<file path="config.mk">
export PLATFORM = sky130hd
export DESIGN_NAME = adccs_sequencer
export DESIGN_NICKNAME = d
export VERILOG_FILES = /design/src/pkg/adccs_pkg.sv /design/src/verilog/adccs_sequencer.sv
export SDC_FILE = /design/constraint.sdc
export NUM_CORES = 1
export LEC_CHECK = 0
export ABC_AREA = 1
export BUFFER_PORTS_ARGS = -buffer_cell sky130_fd_sc_hd__buf_2
export CORE_UTILIZATION = 45
export CTS_CLUSTER_SIZE = 25
export DETAILED_ROUTE_END_ITERATION = 7
export GPL_ROUTABILITY_DRIVEN = 0
export PLACE_DENSITY = 0.76
export SKIP_CTS_REPAIR_TIMING = 1
export SYNTH_ARGS = -nofsm -noshare
export SYNTH_HDL_FRONTEND = slang
export SYNTH_SLANG_ARGS = --single-unit
</file>
<file path="constraint.sdc">
create_clock -name clock -period 5.45 [get_ports clock]
set_input_delay 0.545 -clock clock [delete_from_list [all_inputs] [get_ports clock]]
set_output_delay 0.545 -clock clock [all_outputs]
set_load 0.02 [all_outputs]
</file>
<file path="src/pkg/adccs_pkg.sv">
package adccs_pkg;
    // register byte addresses on the avalon slave (word aligned)
    localparam logic [3:0] ADDR_SETUP     = 4'h0;
    localparam logic [3:0] ADDR_STATUS    = 4'h4;
    localparam logic [3:0] ADDR_ZSCOEF    = 4'h8;
    localparam logic [3:0] ADDR_FSCOEF    = 4'hc;
    // setup register field positions
    localparam int SETUP_MODE_LO_BIT = 0;
    localparam int SETUP_MODE_HI_BIT = 1;
    localparam int SETUP_BIPOLAR_BIT = 2;
    localparam int SETUP_GAIN_LO_BIT = 3;
    localparam int SETUP_GAIN_HI_BIT = 4;
    localparam int SETUP_RATE_LO_BIT = 8;
    localparam int SETUP_RATE_HI_BIT = 15;
    // calibration mode codes
    localparam logic [1:0] MODE_NORMAL  = 2'h0;
    localparam logic [1:0] MODE_SELF    = 2'h1;
    localparam logic [1:0] MODE_SYS_ZS  = 2'h2;
    localparam logic [1:0] MODE_SYS_FS  = 2'h3;
    // reset values, nominal coefficients
    localparam logic [15:0] SETUP_RESET    = 16'h0100;
    localparam logic [23:0] ZSCOEF_RESET   = 24'h1f4000;
    localparam logic [23:0] FSCOEF_RESET   = 24'h5761ab;
    localparam logic [15:0] MIDSCALE_CODE  = 16'h8000;
    // timing in output-rate periods
    localparam int CAL_STEP_PERIODS = 3;
    localparam int CONV_PERIODS     = 3;
    localparam int SETUP_OVERHEAD   = 0;
    // modulator cycle: master clock divided by 128
    localparam int MOD_DIV          = 128;
    localparam int MCLK_HZ          = 2457600;
    localparam int MOD_RATE_HZ      = 19200;
    localparam int CLOCK_HZ         = 25000000;
endpackage

</file>
<file path="src/verilog/adccs_sequencer.sv">
// What this block does
// (RULE1) writing a calibration code to the mode field starts calibration at any time
// (RULE2) mode 01 runs self calibration: zero-scale then full-scale conversion
// (RULE3) self zero-scale step shorts inputs to bias at selected gain
// (RULE4) self full-scale step converts reference over gain at selected gain
// (RULE5) self calibration lasts six output periods, three per step
// (RULE6) mode field returns to 00 when a calibration finishes
// (RULE7) data ready goes high at start, low only with fresh data word
// (RULE8) self calibration: data ready low nine output periods after command
// (RULE9) data ready may take one modulator cycle to rise
// (RULE10) host ignores data ready one modulator cycle after the command
// (RULE11) bipolar self calibration shorted point maps to midscale
// (RULE12) mode 10 runs system zero-scale on external input, three periods
// (RULE13) system steps: data ready low four output periods after command
// (RULE14) mode 11 runs system full-scale on external input, three periods
// (RULE15) host runs system zero-scale before system full-scale
// (RULE16) host holds calibration voltage stable through the step
// (RULE17) system calibration maps endpoints, or midscale and full scale bipolar; the block only removes the zero-scale coefficient
// (RULE18) lone system step updates only its own coefficient
// (RULE19) zero and full results go to their coefficient registers
// (RULE20) modulator runs at master clock over 128, filter decimates to output rate
// (RULE21) host should recalibrate after gain, notch, polarity or environment change
// (RULE22) unipolar output straight binary, bipolar offset binary
// (RULE23) reset loads defaults and nominal coefficients
// (RULE24) mode field reads nonzero and data frozen while calibrating
//
// The implementer's own choices: the Avalon-MM register port and the placing of the registers.
`timescale 1ns/1ps
`default_nettype none
module adccs_sequencer #(
    parameter int MOD_DIV = adccs_pkg::MOD_DIV
) (
    input  wire logic        clock,
    input  wire logic        sys_rst,
    input  wire logic [3:0]  avs_address,
    input  wire logic        avs_read,
    input  wire logic        avs_write,
    input  wire logic [31:0] avs_writedata,
    input  wire logic [3:0]  avs_byteenable,
    output logic      [31:0] avs_readdata,
    output logic             avs_waitrequest,
    input  wire logic        modClock,
    input  wire logic [23:0] modSample,
    output logic             shortToBias,
    output logic             refOverGain,
    output logic [1:0]       gainSel,
    output logic             data_ready_n,
    output logic [15:0]      dataWord
);
    typedef enum logic [2:0] {ADCCS_IDLE, ADCCS_ZERO, ADCCS_FULL, ADCCS_CONV} adccs_state_e;

    localparam int MODCNT_W = $clog2(MOD_DIV);

    adccs_state_e state_reg, state_next;
    logic [15:0] setup_reg;
    logic [23:0] zsCoef_reg, fsCoef_reg;
    logic [15:0] dataWord_reg;
    logic        dataReadyN_reg;
    logic [7:0]  decimCnt_reg;
    logic [1:0]  periodCnt_reg;
    logic [MODCNT_W-1:0] modCnt_reg;
    logic [25:0] accum_reg;
    logic        readPend_reg;
    logic        sysCal_reg;
    logic        modSync1_reg, modSync2_reg, modSync3_reg;

    // master clock pin is foreign: two flops before any logic
    always_ff @(posedge clock) begin
        modSync1_reg <= modClock;
        modSync2_reg <= modSync1_reg;
        modSync3_reg <= modSync2_reg;
    end

    wire mclkRise = modSync2_reg & ~modSync3_reg;

    // modulator tick every MOD_DIV master clocks
    wire modTick = mclkRise && (modCnt_reg == MODCNT_W'(MOD_DIV - 1)); // [RULE20]

    always_ff @(posedge clock) begin
        if (sys_rst) begin
            modCnt_reg <= '0;
        end else if (mclkRise) begin
            modCnt_reg <= modTick ? '0 : modCnt_reg + 1'b1;
        end
    end

    // output-rate period = (rate field + 1) modulator samples
    wire [7:0] rateDiv    = setup_reg[adccs_pkg::SETUP_RATE_HI_BIT:adccs_pkg::SETUP_RATE_LO_BIT];
    wire       periodTick = modTick && (decimCnt_reg >= rateDiv); // [RULE20]

    // bus decode
    wire wrSetup = avs_write && (avs_address == adccs_pkg::ADDR_SETUP) && avs_byteenable[0];
    wire [1:0] wrMode = avs_writedata[adccs_pkg::SETUP_MODE_HI_BIT:adccs_pkg::SETUP_MODE_LO_BIT];
    wire calStart = wrSetup && (wrMode != adccs_pkg::MODE_NORMAL); // [RULE1]
    wire [1:0] curMode = setup_reg[adccs_pkg::SETUP_MODE_HI_BIT:adccs_pkg::SETUP_MODE_LO_BIT];
    wire stepDone = periodTick && (periodCnt_reg == 2'(adccs_pkg::CAL_STEP_PERIODS - 1)); // [RULE5]
    // a system step is followed by one plain conversion, a self calibration by a full one
    wire convEnd  = sysCal_reg ? periodTick : stepDone; // [RULE8] [RULE13]
    wire bipolar  = setup_reg[adccs_pkg::SETUP_BIPOLAR_BIT];

    // filtered result: averaged sample, recoded for polarity
    wire [23:0] avgSample = accum_reg[25:2];
    // zero-scale coefficient removed; gain slope is left to the host, which reads both coefficients
    wire [23:0] netSample = avgSample - zsCoef_reg; // [RULE19] [RULE17]
    wire        belowZero = avgSample < zsCoef_reg;
    wire [15:0] rawWord   = (!bipolar && belowZero) ? 16'h0000 : netSample[23:8]; // unipolar clamps at zero
    wire [15:0] codedWord = bipolar ? (rawWord ^ adccs_pkg::MIDSCALE_CODE) : rawWord; // [RULE22] [RULE11] [RULE17]

    // sequencer next state
    always_comb begin
        state_next = state_reg;
        case (state_reg)
            ADCCS_IDLE: begin
                if (calStart) begin
                    state_next = (wrMode == adccs_pkg::MODE_SYS_FS) ? ADCCS_FULL : ADCCS_ZERO; // [RULE2] [RULE14]
                end
            end
            ADCCS_ZERO: begin
                if (calStart) begin
                    state_next = (wrMode == adccs_pkg::MODE_SYS_FS) ? ADCCS_FULL : ADCCS_ZERO;
                end else if (stepDone) begin
                    state_next = (curMode == adccs_pkg::MODE_SELF) ? ADCCS_FULL : ADCCS_CONV; // [RULE5] [RULE12]
                end
            end
            ADCCS_FULL: begin
                if (calStart) begin
                    state_next = (wrMode == adccs_pkg::MODE_SYS_FS) ? ADCCS_FULL : ADCCS_ZERO;
                end else if (stepDone) begin
                    state_next = ADCCS_CONV;
                end
            end
            ADCCS_CONV: begin
                if (calStart) begin
                    state_next = (wrMode == adccs_pkg::MODE_SYS_FS) ? ADCCS_FULL : ADCCS_ZERO;
                end else if (convEnd) begin
                    state_next = ADCCS_IDLE; // [RULE8] [RULE13]
                end
            end
            default: state_next = ADCCS_IDLE;
        endcase
    end

    // first tick of a period reloads, so a steady input reads back exactly
    wire [25:0] accumNext = (decimCnt_reg == 8'h00) ? {modSample, 2'h0} :
                            accum_reg + {2'h0, modSample} - {2'h0, accum_reg[25:2]};

    // step counters restart on every command so timing counts from it
    always_ff @(posedge clock) begin
        if (sys_rst || calStart) begin
            decimCnt_reg  <= 8'h00;
            periodCnt_reg <= 2'h0;
            accum_reg     <= 26'h0000000;
        end else if (periodTick) begin
            decimCnt_reg  <= 8'h00;
            periodCnt_reg <= stepDone ? 2'h0 : periodCnt_reg + 2'h1;
            accum_reg     <= accumNext;
        end else if (modTick) begin
            decimCnt_reg  <= decimCnt_reg + 8'h01;
            accum_reg     <= accumNext;
        end
    end

    always_ff @(posedge clock) begin
        if (sys_rst) begin
            state_reg  <= ADCCS_IDLE;
            sysCal_reg <= 1'b0;
        end else begin
            state_reg <= state_next;
            if (calStart) begin
                sysCal_reg <= (wrMode != adccs_pkg::MODE_SELF); // [RULE13]
            end
        end
    end

    // setup register: host writes, hardware clears mode when calibration done
    always_ff @(posedge clock) begin
        if (sys_rst) begin
            setup_reg <= adccs_pkg::SETUP_RESET; // [RULE23]
        end else if (wrSetup) begin
            setup_reg[7:0] <= avs_writedata[7:0];
            if (avs_byteenable[1]) begin
                setup_reg[15:8] <= avs_writedata[15:8];
            end
        end else if (stepDone && (state_reg == ADCCS_FULL ||
                     (state_reg == ADCCS_ZERO && curMode == adccs_pkg::MODE_SYS_ZS))) begin
            setup_reg[adccs_pkg::SETUP_MODE_HI_BIT:adccs_pkg::SETUP_MODE_LO_BIT] <= adccs_pkg::MODE_NORMAL; // [RULE6]
        end
    end

    // coefficients: each step writes only its own register
    always_ff @(posedge clock) begin
        if (sys_rst) begin
            zsCoef_reg <= adccs_pkg::ZSCOEF_RESET; // [RULE23]
            fsCoef_reg <= adccs_pkg::FSCOEF_RESET;
        end else if (stepDone && !calStart && state_reg == ADCCS_ZERO) begin
            zsCoef_reg <= avgSample; // [RULE19] [RULE18]
        end else if (stepDone && !calStart && state_reg == ADCCS_FULL) begin
            fsCoef_reg <= avgSample; // [RULE19] [RULE18]
        end
    end

    // data word and ready flag; no new data while calibrating
    wire convDone = periodTick && (state_reg == ADCCS_IDLE || (state_reg == ADCCS_CONV && convEnd));
    always_ff @(posedge clock) begin
        if (sys_rst) begin
            dataWord_reg   <= 16'h0000;
            dataReadyN_reg <= 1'b1;
        end else if (calStart) begin
            dataReadyN_reg <= 1'b1; // [RULE7] [RULE9]
        end else if (convDone) begin
            dataWord_reg   <= codedWord; // [RULE24]
            dataReadyN_reg <= 1'b0; // [RULE8] [RULE13]
        end
    end

    // analog front-end steering
    assign shortToBias  = (state_reg == ADCCS_ZERO) && (curMode == adccs_pkg::MODE_SELF); // [RULE3]
    assign refOverGain  = (state_reg == ADCCS_FULL) && (curMode == adccs_pkg::MODE_SELF); // [RULE4]
    assign gainSel      = setup_reg[adccs_pkg::SETUP_GAIN_HI_BIT:adccs_pkg::SETUP_GAIN_LO_BIT];
    assign data_ready_n = dataReadyN_reg;
    assign dataWord     = dataWord_reg;

    // avalon slave: writes take one cycle, reads wait one cycle for registered data
    wire rdSetup  = (avs_address == adccs_pkg::ADDR_SETUP);
    wire rdStatus = (avs_address == adccs_pkg::ADDR_STATUS);
    wire rdZs     = (avs_address == adccs_pkg::ADDR_ZSCOEF);
    wire rdFs     = (avs_address == adccs_pkg::ADDR_FSCOEF);
    wire [31:0] rdMux = rdSetup  ? {16'h0000, setup_reg} :
                        rdStatus ? {28'h0000000, state_reg, data_ready_n} :
                        rdZs     ? {8'h00, zsCoef_reg} :
                        rdFs     ? {8'h00, fsCoef_reg} : 32'h00000000;

    always_ff @(posedge clock) begin
        if (sys_rst) begin
            readPend_reg <= 1'b0;
            avs_readdata <= 32'h00000000;
        end else begin
            readPend_reg <= avs_read && !readPend_reg;
            avs_readdata <= rdMux;
        end
    end

    assign avs_waitrequest = avs_read && !readPend_reg;
endmodule
`default_nettype wire

</file>
==> metrics.txt, run 1 <==
Final Hold Viols 0; Ys Warns 0; Leak Pwr 5.822 nW; GR Util met1 between 30% and 40%; initial antenna violation count 1; Comb power frac about 10%; pwr/cell area between 200 and 250 nW/µm²; crit path cell chain ha_1 > and3_1 > nand3_4 > clkinv_2 > nand2_4 > nor2_8 > nand2_4 > nor2_4 > inv_1 > nor2_1 > nor2_1; dpl hpwl approximately 21000 µm; worst path required time between 5 and 6 ns; CP Buf/Inv Count 2; total track usage 24.21%; Area Growth Syn to Fin 12.17%; crit path DAT 3.77 ns; vias in the first global route around 9600; NumNets Final 1785; switching share of power between 20% and 30%; pin count of the biggest net entering global routing 64; ys flop type dfxtp_1; Initial DRC Count 812; critical path launch point type register; Die H 153.5 µm; Initial DRT Pass Iterations 5; Setup CP Type reg -> reg; Routed wire per std cell 14.34 µm; Max IR drop VDD between 150 and 200 µV; DRC errors left 0; I/O pin cnt 123; Post-Synthesis Cells 1554; Reg clk slew, reported paths 0.07 ns; maximum clock frequency 0.2897 GHz; Synth Register Bits 155; period utilization 63.33%; post-route cell area between 10000 and 15000 µm²; PortBufs 96; Post-synth EDFFs 0; DR vias/cell 5.272; CTS Buf Count 17; final WL 27670 µm; initial core utilization 45.73%; Placement Cell Area around 11000 µm²; row cnt between 50 and 60; core area between 20000 and 25000 µm²; max-slew violations 0; Slew HR 47.11%; RSZ-0062 raised after global routing no; vias post-DR 10170; number of endpoints failing setup at the final stage 0; CP top delay family simple AND/OR/NAND/NOR gates; CP Capture Type register; Flop pwr share between 40% and 50%; most common cell after layout, fill and taps aside nand2_1; critical path's largest stage delay 0.52 ns; Clock Sinks 155; H-tree depth 4; Worst Max-Slew Pin Slew 0.7925 ns; ys async rst share 0%; setup TNS 0 ns; most used routing layer in global routing met2; CTS tree built; # fillers 2223; max capacitance violation total 0; Total Die Area 23550 µm²; worst skew pair latency 0.44 ns; Int Pwr 1.997 mW; GR Util met2 40.60%; Setup Skew about 0.01 ns; crit path time final 3.451 ns; root buf cell clkbuf_16; Max FO, Critical Path 45; Net Sw Power around 680 µW; Min-Delay Path Class in -> reg; DIE WIDTH 153.5 µm; first-pass GRT wire length 46000 µm; syn avg cell area 6.642 µm²; clock tree buffer depth 2; total gr overflow 0; synthesized cell area around 10000 µm²; global routing met3 resource utilization 3.686%; Yosys cell types 51; share of layout cells above drive strength 1 9.799%; slowest stage cell, crit path inv_1; outcome complete, no violations; final antenna-violating net count 0; max reg flops 26; Clock power frac between 40% and 50%; sequential fraction of the synthesis area 30.06%; commonest non-fill, non-tap cells in the layout nand2_1, inv_1, nor2_1
==> routing by layer <==
metal  share of wire, %  vias to the layer above  wire length (µm)
met5                  0                        -                 0
met4                2.7                        0               756
met3                5.8                       47              1617
met2                 47                      316             13010
met1                 44                     4698             12280
li1                   -                     5109                 -
==> worst reg2reg max path: stages (launching register included) <==
cell and delay [ns]:
dfxtp_1 0.38, ha_1 0.19, and3_1 0.21, nand3_4 0.40, clkinv_2 0.45, nand2_4 0.16, nor2_8 0.13, nand2_4 0.07
nor2_4 0.51, inv_1 0.52, nor2_1 0.25, nor2_1 0.07
==> cells by family after synthesis <==
group           synth area share (%)
compound gates                 16.02
simple gates                   27.72
buf+inv                        12.58
flops                          30.06
fa+ha+maj                      12.05
xor+xnor                       1.527
other cells                  0.03633
==> Yosys cell counts, types with 11 or more instances <==
master	number	area share, %
a21oi_1	157	7.6
nor2_1	181	6.6
fa_1	24	4.7
nand2_1	343	12
o21bai_1	11	0.80
nand4_1	28	1.7
dfxtp_1	155	30
ha_1	61	7.4
xor2_1	15	1.3
nand3_1	66	3.2
o21ai_0	93	4.5
inv_1	268	9.7
buf_4	12	0.87
nor3_1	11	0.53
clkbuf_1	24	0.87
==> worst paths after layout <==
check        slack, ns  cells past startpoint              to     startpoint
min reg2reg       0.33                      0    modSync2_reg   modSync1_reg
max reg2reg       2.00                     11  fsCoef_reg[10]  modCnt_reg[0]
max               2.00                     11  fsCoef_reg[10]  modCnt_reg[0]
min               0.20                      1    modSync1_reg       modClock
==> power by group through the flow <==
stage / logic, mW / registers, mW / clock network, mW
after global routing: 0.308 / 1.14 / 1.33
after floorplan: 0.193 / 1.17 / 0
after global placement: 0.261 / 1.17 / 0
final: 0.272 / 1.14 / 1.27
after detailed placement: 0.267 / 1.17 / 0
after CTS: 0.268 / 1.14 / 1.28
==> cell type report <==
cell class                      instances  area [µm²]  share of cell area (%)
Multi-Input combinational cell       1081        5947                   51.36
Sequential cell                       155        3103                   26.80
Inverter                              276        1039                   8.969
Timing Repair Buffer                  100       510.5                   4.409
Clock buffer                           17       425.4                   3.674
Tap cell                              285       356.6                   3.080
Clock inverter                         14       195.2                   1.686
Antenna cell                            1       2.502                 0.02161
==> stage by stage <==
step                utilization [%]  power [mW]  setup slack, ns  std cells  hold slack, ns
floorplan                         -       1.363            2.756       1561          0.3096
global placement              48.54       1.428            2.147       1897          0.3109
detailed placement            48.54       1.434            2.073       1897          0.3150
CTS                           51.29       2.689            1.997       1928          0.1977
global route                  51.30       2.782            1.722       1929          0.1908
finish                        51.30       2.679            1.999       1929          0.2024
Note: power is estimated with default switching activity, not from simulation.
==> run 2, diff against run 1 <==
--- a/config.mk
+++ b/config.mk
@@ -11,7 +11,7 @@
 export CTS_CLUSTER_SIZE = 25
 export DETAILED_ROUTE_END_ITERATION = 7
 export GPL_ROUTABILITY_DRIVEN = 0
-export PLACE_DENSITY = 0.76
+export PLACE_DENSITY = 0.79
 export SKIP_CTS_REPAIR_TIMING = 1
 export SYNTH_ARGS = -nofsm -noshare
 export SYNTH_HDL_FRONTEND = slang
==> constraint.sdc (replaced) <==
create_clock -name clock -period 2.9 [get_ports clock]
set_input_delay 0.29 -clock clock [delete_from_list [all_inputs] [get_ports clock]]
set_output_delay 0.29 -clock clock [all_outputs]
set_load 0.02 [all_outputs]
==> metrics.txt, run 2 (same netlist as run 1, synthesis figures left out) <==
critical path launch point type register; DRC errors left 0; hold depth 3; root buf cell clkbuf_16; DR vias/cell 5.293; share of layout cells above drive strength 1 12.00%; Max IR drop VDD 400.6 µV; commonest non-fill, non-tap cells in the layout nand2_1, inv_1, nor2_1; pwr/cell area 412.0 nW/µm²; max capacitance violation total 0; WHS Endpoint setup_reg[7]; slowest stage cell, crit path fa_1; Tot Pwr between 4 and 5 mW; NumNets Final 1808; Max FO, Critical Path 6; CP Capture Type register; period utilization 95.47%; I/O pin cnt 123; Inst Count DP 1919; total track usage 24.36%; Setup Skew 0.01371 ns; row cnt 55; core area 22570 µm²; crit path cell chain inv_1 > fa_1 > inv_1 > ha_1 > a21oi_1 > o21ai_0 > nor2_1 > o21ai_0 > or2_2 > nand3_1 > a21oi_1; Total Die Area roughly 24000 µm²; most common cell after layout, fill and taps aside nand2_1; Area Growth Syn to Fin 13.67%; vias in the first global route approximately 9700; clock tree buffer depth 2; outcome complete, no violations; PortBufs 96; Die H 153.5 µm; Core Util, Final 51.98%; max reg flops 26; CTS Buf Count 17; number of endpoints failing setup at the final stage 0; CP Buf/Inv Count 2; vias post-DR 10330; Leak Pwr a little under 6 nW; initial antenna violation count 0; DIE WIDTH 153.5 µm; Final Hold Viols 0; Clock Sinks 155; crit path DAT 3.08 ns; worst skew pair latency 0.43 ns; CTS tree built; Non-Filler Instances slightly below 2000; dpl hpwl 21720 µm; Reg-to-Reg Start accum_reg[12]; initial core utilization 45.73%; pin count of the biggest net entering global routing 65; critical hold path startpoint avs_writedata[7]; Min-Delay Path Class in -> reg; total gr overflow 0; H-tree depth 4; Worst Max-Slew Pin Slew 0.8435 ns; R2R depth 11; reg2reg setup slack 0.13 ns; first-pass GRT wire length 46190 µm; Initial DRT Pass Iterations 5; max-slew violations 0; worst path required time roughly 3.2 ns; maximum clock frequency ~0.36 GHz; Reg clk slew, reported paths approximately 0.070 ns; Slew HR 43.70%; Routed wire per std cell 14.46 µm; crit path time final 2.769 ns; final antenna-violating net count 0; critical path's largest stage delay roughly 0.5 ns; Initial DRC Count ~840; RR Endpoint accum_reg[15]; ant diodes 0; Setup CP Type reg -> reg; CP top delay family adder cells; final WL 28230 µm
run 2: cell type report:
| type | count | area, µm² |
|---|---|---|
| clock buffers | 18 | 429.2 |
| multi-input cells | 1081 | 5977 |
| inverters | 276 | 1039 |
| flip-flops and latches | 155 | 3113 |
| clock inverters | 14 | 133.9 |
| repair buffers | 123 | 685.7 |
| fillers | 2208 | 10840 |
| well taps | 285 | 356.6 |
run 2: worst max path at each step:
stage	from	endpoint	slack [ns]	cells past startpoint
6_report	accum_reg[12]	accum_reg[15]	0.13	11
3_3_place_gp	accum_reg[4]	accum_reg[15]	0.16	11
2_1_floorplan	accum_reg[3]	accum_reg[14]	0.44	13
5_1_grt	accum_reg[2]	accum_reg[17]	-0.001	15
3_5_place_dp	accum_reg[4]	accum_reg[11]	0.11	11
4_1_cts	accum_reg[4]	accum_reg[11]	0.08	11
run 2: report_power, final:
group	switching [mW]	internal [mW]	total, mW
logic	0.343	0.181	0.524
clock network	0.968	1.20	2.17
registers	0.00525	2.14	2.15
total	1.32	3.52	4.83
run 2: metrics by stage:
| stage | setup TNS (ns) | instance area (µm²) | setup WS [ns] | hold slack (ns) |
|---|---|---|---|---|
| after floorplan | 0 | 10350 | 0.4412 | 0.3096 |
| after global placement | 0 | 11120 | 0.1628 | 0.3111 |
| after detailed placement | 0 | 11120 | 0.1060 | 0.3121 |
| after CTS | 0 | 11680 | 0.07713 | -0.06300 |
| after global routing | -0.001159 | 11730 | -0.001159 | 0.09433 |
| final | 0 | 11730 | 0.1313 | 0.08678 |
run 2: layer usage:
| metal | GRT usage, % | wire [µm] |
|---|---|---|
| met2 | 41.55 | 13450 |
| met1 | 30.74 | 12300 |
| met5 | 0 | 0 |
| met3 | 3.998 | 1712 |
| met4 | 9.286 | 779 |
run 2: worst min-delay path, delay by kind of cell:
kind / cells / cell delay [ns]
buf+inv: 1 / 0.07
simple gates: 2 / 0.11
==> run 3, diff against run 2 <==
--- a/config.mk
+++ b/config.mk
@@ -7,11 +7,13 @@
 export LEC_CHECK = 0
 export ABC_AREA = 1
 export BUFFER_PORTS_ARGS = -buffer_cell sky130_fd_sc_hd__buf_2
+export CORE_MARGIN = 2
 export CORE_UTILIZATION = 45
 export CTS_CLUSTER_SIZE = 25
 export DETAILED_ROUTE_END_ITERATION = 7
 export GPL_ROUTABILITY_DRIVEN = 0
 export PLACE_DENSITY = 0.79
+export RECOVER_POWER = 100
 export SKIP_CTS_REPAIR_TIMING = 1
 export SYNTH_ARGS = -nofsm -noshare
 export SYNTH_HDL_FRONTEND = slang
==> metrics.txt, run 3 (same netlist as run 1, synthesis figures left out) <==
Comb power frac around a tenth; dpl hpwl 21710 µm; max reg flops 26; H-tree depth 4; I/O pin cnt ~120; Die H ~160 µm; CTS tree built; commonest non-fill, non-tap cells in the layout nand2_1, inv_1, nor2_1; Area Growth Syn to Fin 13.62%; most numerous cell on the critical path nand2_1; global routing met3 resource utilization 4.763%; critical path launch point type register; Final Hold Viols 0; NumNets Final 1808; ant diodes 0; total track usage between 20% and 30%; crit path cell chain buf_4 > fa_1 > fa_1 > inv_1 > nand2_1 > o21ai_0 > buf_4 > nand2_1 > nand2_1 > nand2_1 > nand2_1 > nand2_1 > nand3b_1 > nand3_1 > a21oi_1; WP depth 15; CTS Buf Count 17; max-slew violations 0; max capacitance violation total 0; core area between 20000 and 25000 µm²; DIE WIDTH 155.5 µm; number of endpoints failing setup at the final stage 0; critical path's largest stage delay 0.48 ns; period utilization 94.83%; Clock Sinks approximately 160; CP Buf/Inv Count 3; vias in the first global route ~9900; Flop pwr share 40.9%; pin count of the biggest net entering global routing 45; worst skew pair latency 0.43 ns; switching share of power 24.57%; Max FO, Critical Path 4; maximum clock frequency 0.3636 GHz; most used routing layer in global routing met2; Placement Cell Area 11120 µm²; GR Util met2 40.24%; CP top delay family adder cells; Initial DRT Pass Iterations 5; Int Pwr 3.961 mW; DRC errors left 0; R2R depth 15; Core Util, Final roughly half; total gr overflow 0; GR Util met1 29.88%; first-pass GRT wire length 46500 µm; Setup Skew 0.01094 ns; Leak Pwr 5.755 nW; Max IR drop VDD around 380 µV; most common cell after layout, fill and taps aside nand2_1; share of layout cells above drive strength 1 8.343%; final WL 28420 µm; DR vias/cell 5.281; row cnt 55; Tot Pwr 5.251 mW; crit path time final 2.750 ns; post-route cell area 11730 µm²; Setup CP Type reg -> reg; PortBufs 96; Slew HR 28.29%; Reg clk slew, reported paths roughly 0.07 ns; initial core utilization between 40 and 50%; root buf cell clkbuf_16; initial antenna violation count 0; CP Capture Type register; pwr/cell area 447.7 nW/µm²; Routed wire per std cell 14.56 µm; worst path required time 3.25 ns; Initial DRC Count a little under 800; Worst Max-Slew Pin Slew 1.072 ns; Net Sw Power 1.290 mW; crit path DAT a little over 3 ns; hold depth 3; RSZ-0062 raised after global routing yes; Total Die Area 24170 µm²; slowest stage cell, crit path fa_1; Min-Delay Path Class in -> reg; Clock power frac 49.2%; clock tree buffer depth 2; final antenna-violating net count 0; vias post-DR 10300; outcome complete, no violations
[run 3: power by group through the flow]
stage	Combinational [mW]	Clock, mW	Sequential [mW]
floorplan	0.362	0	2.20
global placement	0.500	0	2.19
detailed placement	0.509	0	2.19
CTS	0.512	2.62	2.15
global route	0.588	2.70	2.15
finish	0.522	2.58	2.15
[run 3: path summary, 6_finish.rpt]
| path | from | end | slack (ns) |
|---|---|---|---|
| max | accum_reg[3] | accum_reg[14] | 0.15 |
| min | avs_writedata[4] | setup_reg[4] | 0.08 |
| max reg2reg | accum_reg[3] | accum_reg[14] | 0.15 |
| min reg2reg | modSync1_reg | modSync2_reg | 0.33 |
[run 3: routing by layer]
metal / vias up / wire [µm]
met5: - / 0
li1: 5150 / -
met3: 69 / 2027
met2: 378 / 13190
met4: 0 / 888
met1: 4706 / 12310
[run 3: through the flow]
step / hold WS [ns] / instances / TNS [ns] / worst slack [ns]
4_1_cts: -0.05788 / 1950 / 0 / 0.08589
3_3_place_gp: 0.3098 / 1919 / 0 / 0.1765
6_report: 0.07792 / 1951 / 0 / 0.1498
2_1_floorplan: 0.3096 / 1561 / 0 / 0.4412
3_5_place_dp: 0.3191 / 1919 / 0 / 0.1011
5_1_grt: 0.07443 / 1951 / -0.006440 / -0.006440
[run 3: final cells by class]
cell class | instances | area (µm²)
Sequential cell | 155 | 3114
Multi-Input combinational cell | 1081 | 5933
Tap cell | 285 | 356.6
Fill cell | 2182 | 10840
Inverter | 276 | 1037
Clock inverter | 13 | 236.5
Timing Repair Buffer | 123 | 611.8
Clock buffer | 18 | 439.2
[run 3: tightest hold or removal path, cell delays in order]
cell and delay [ns]:
buf_2 0.07, nor2_1 0.03, nor2_1 0.08
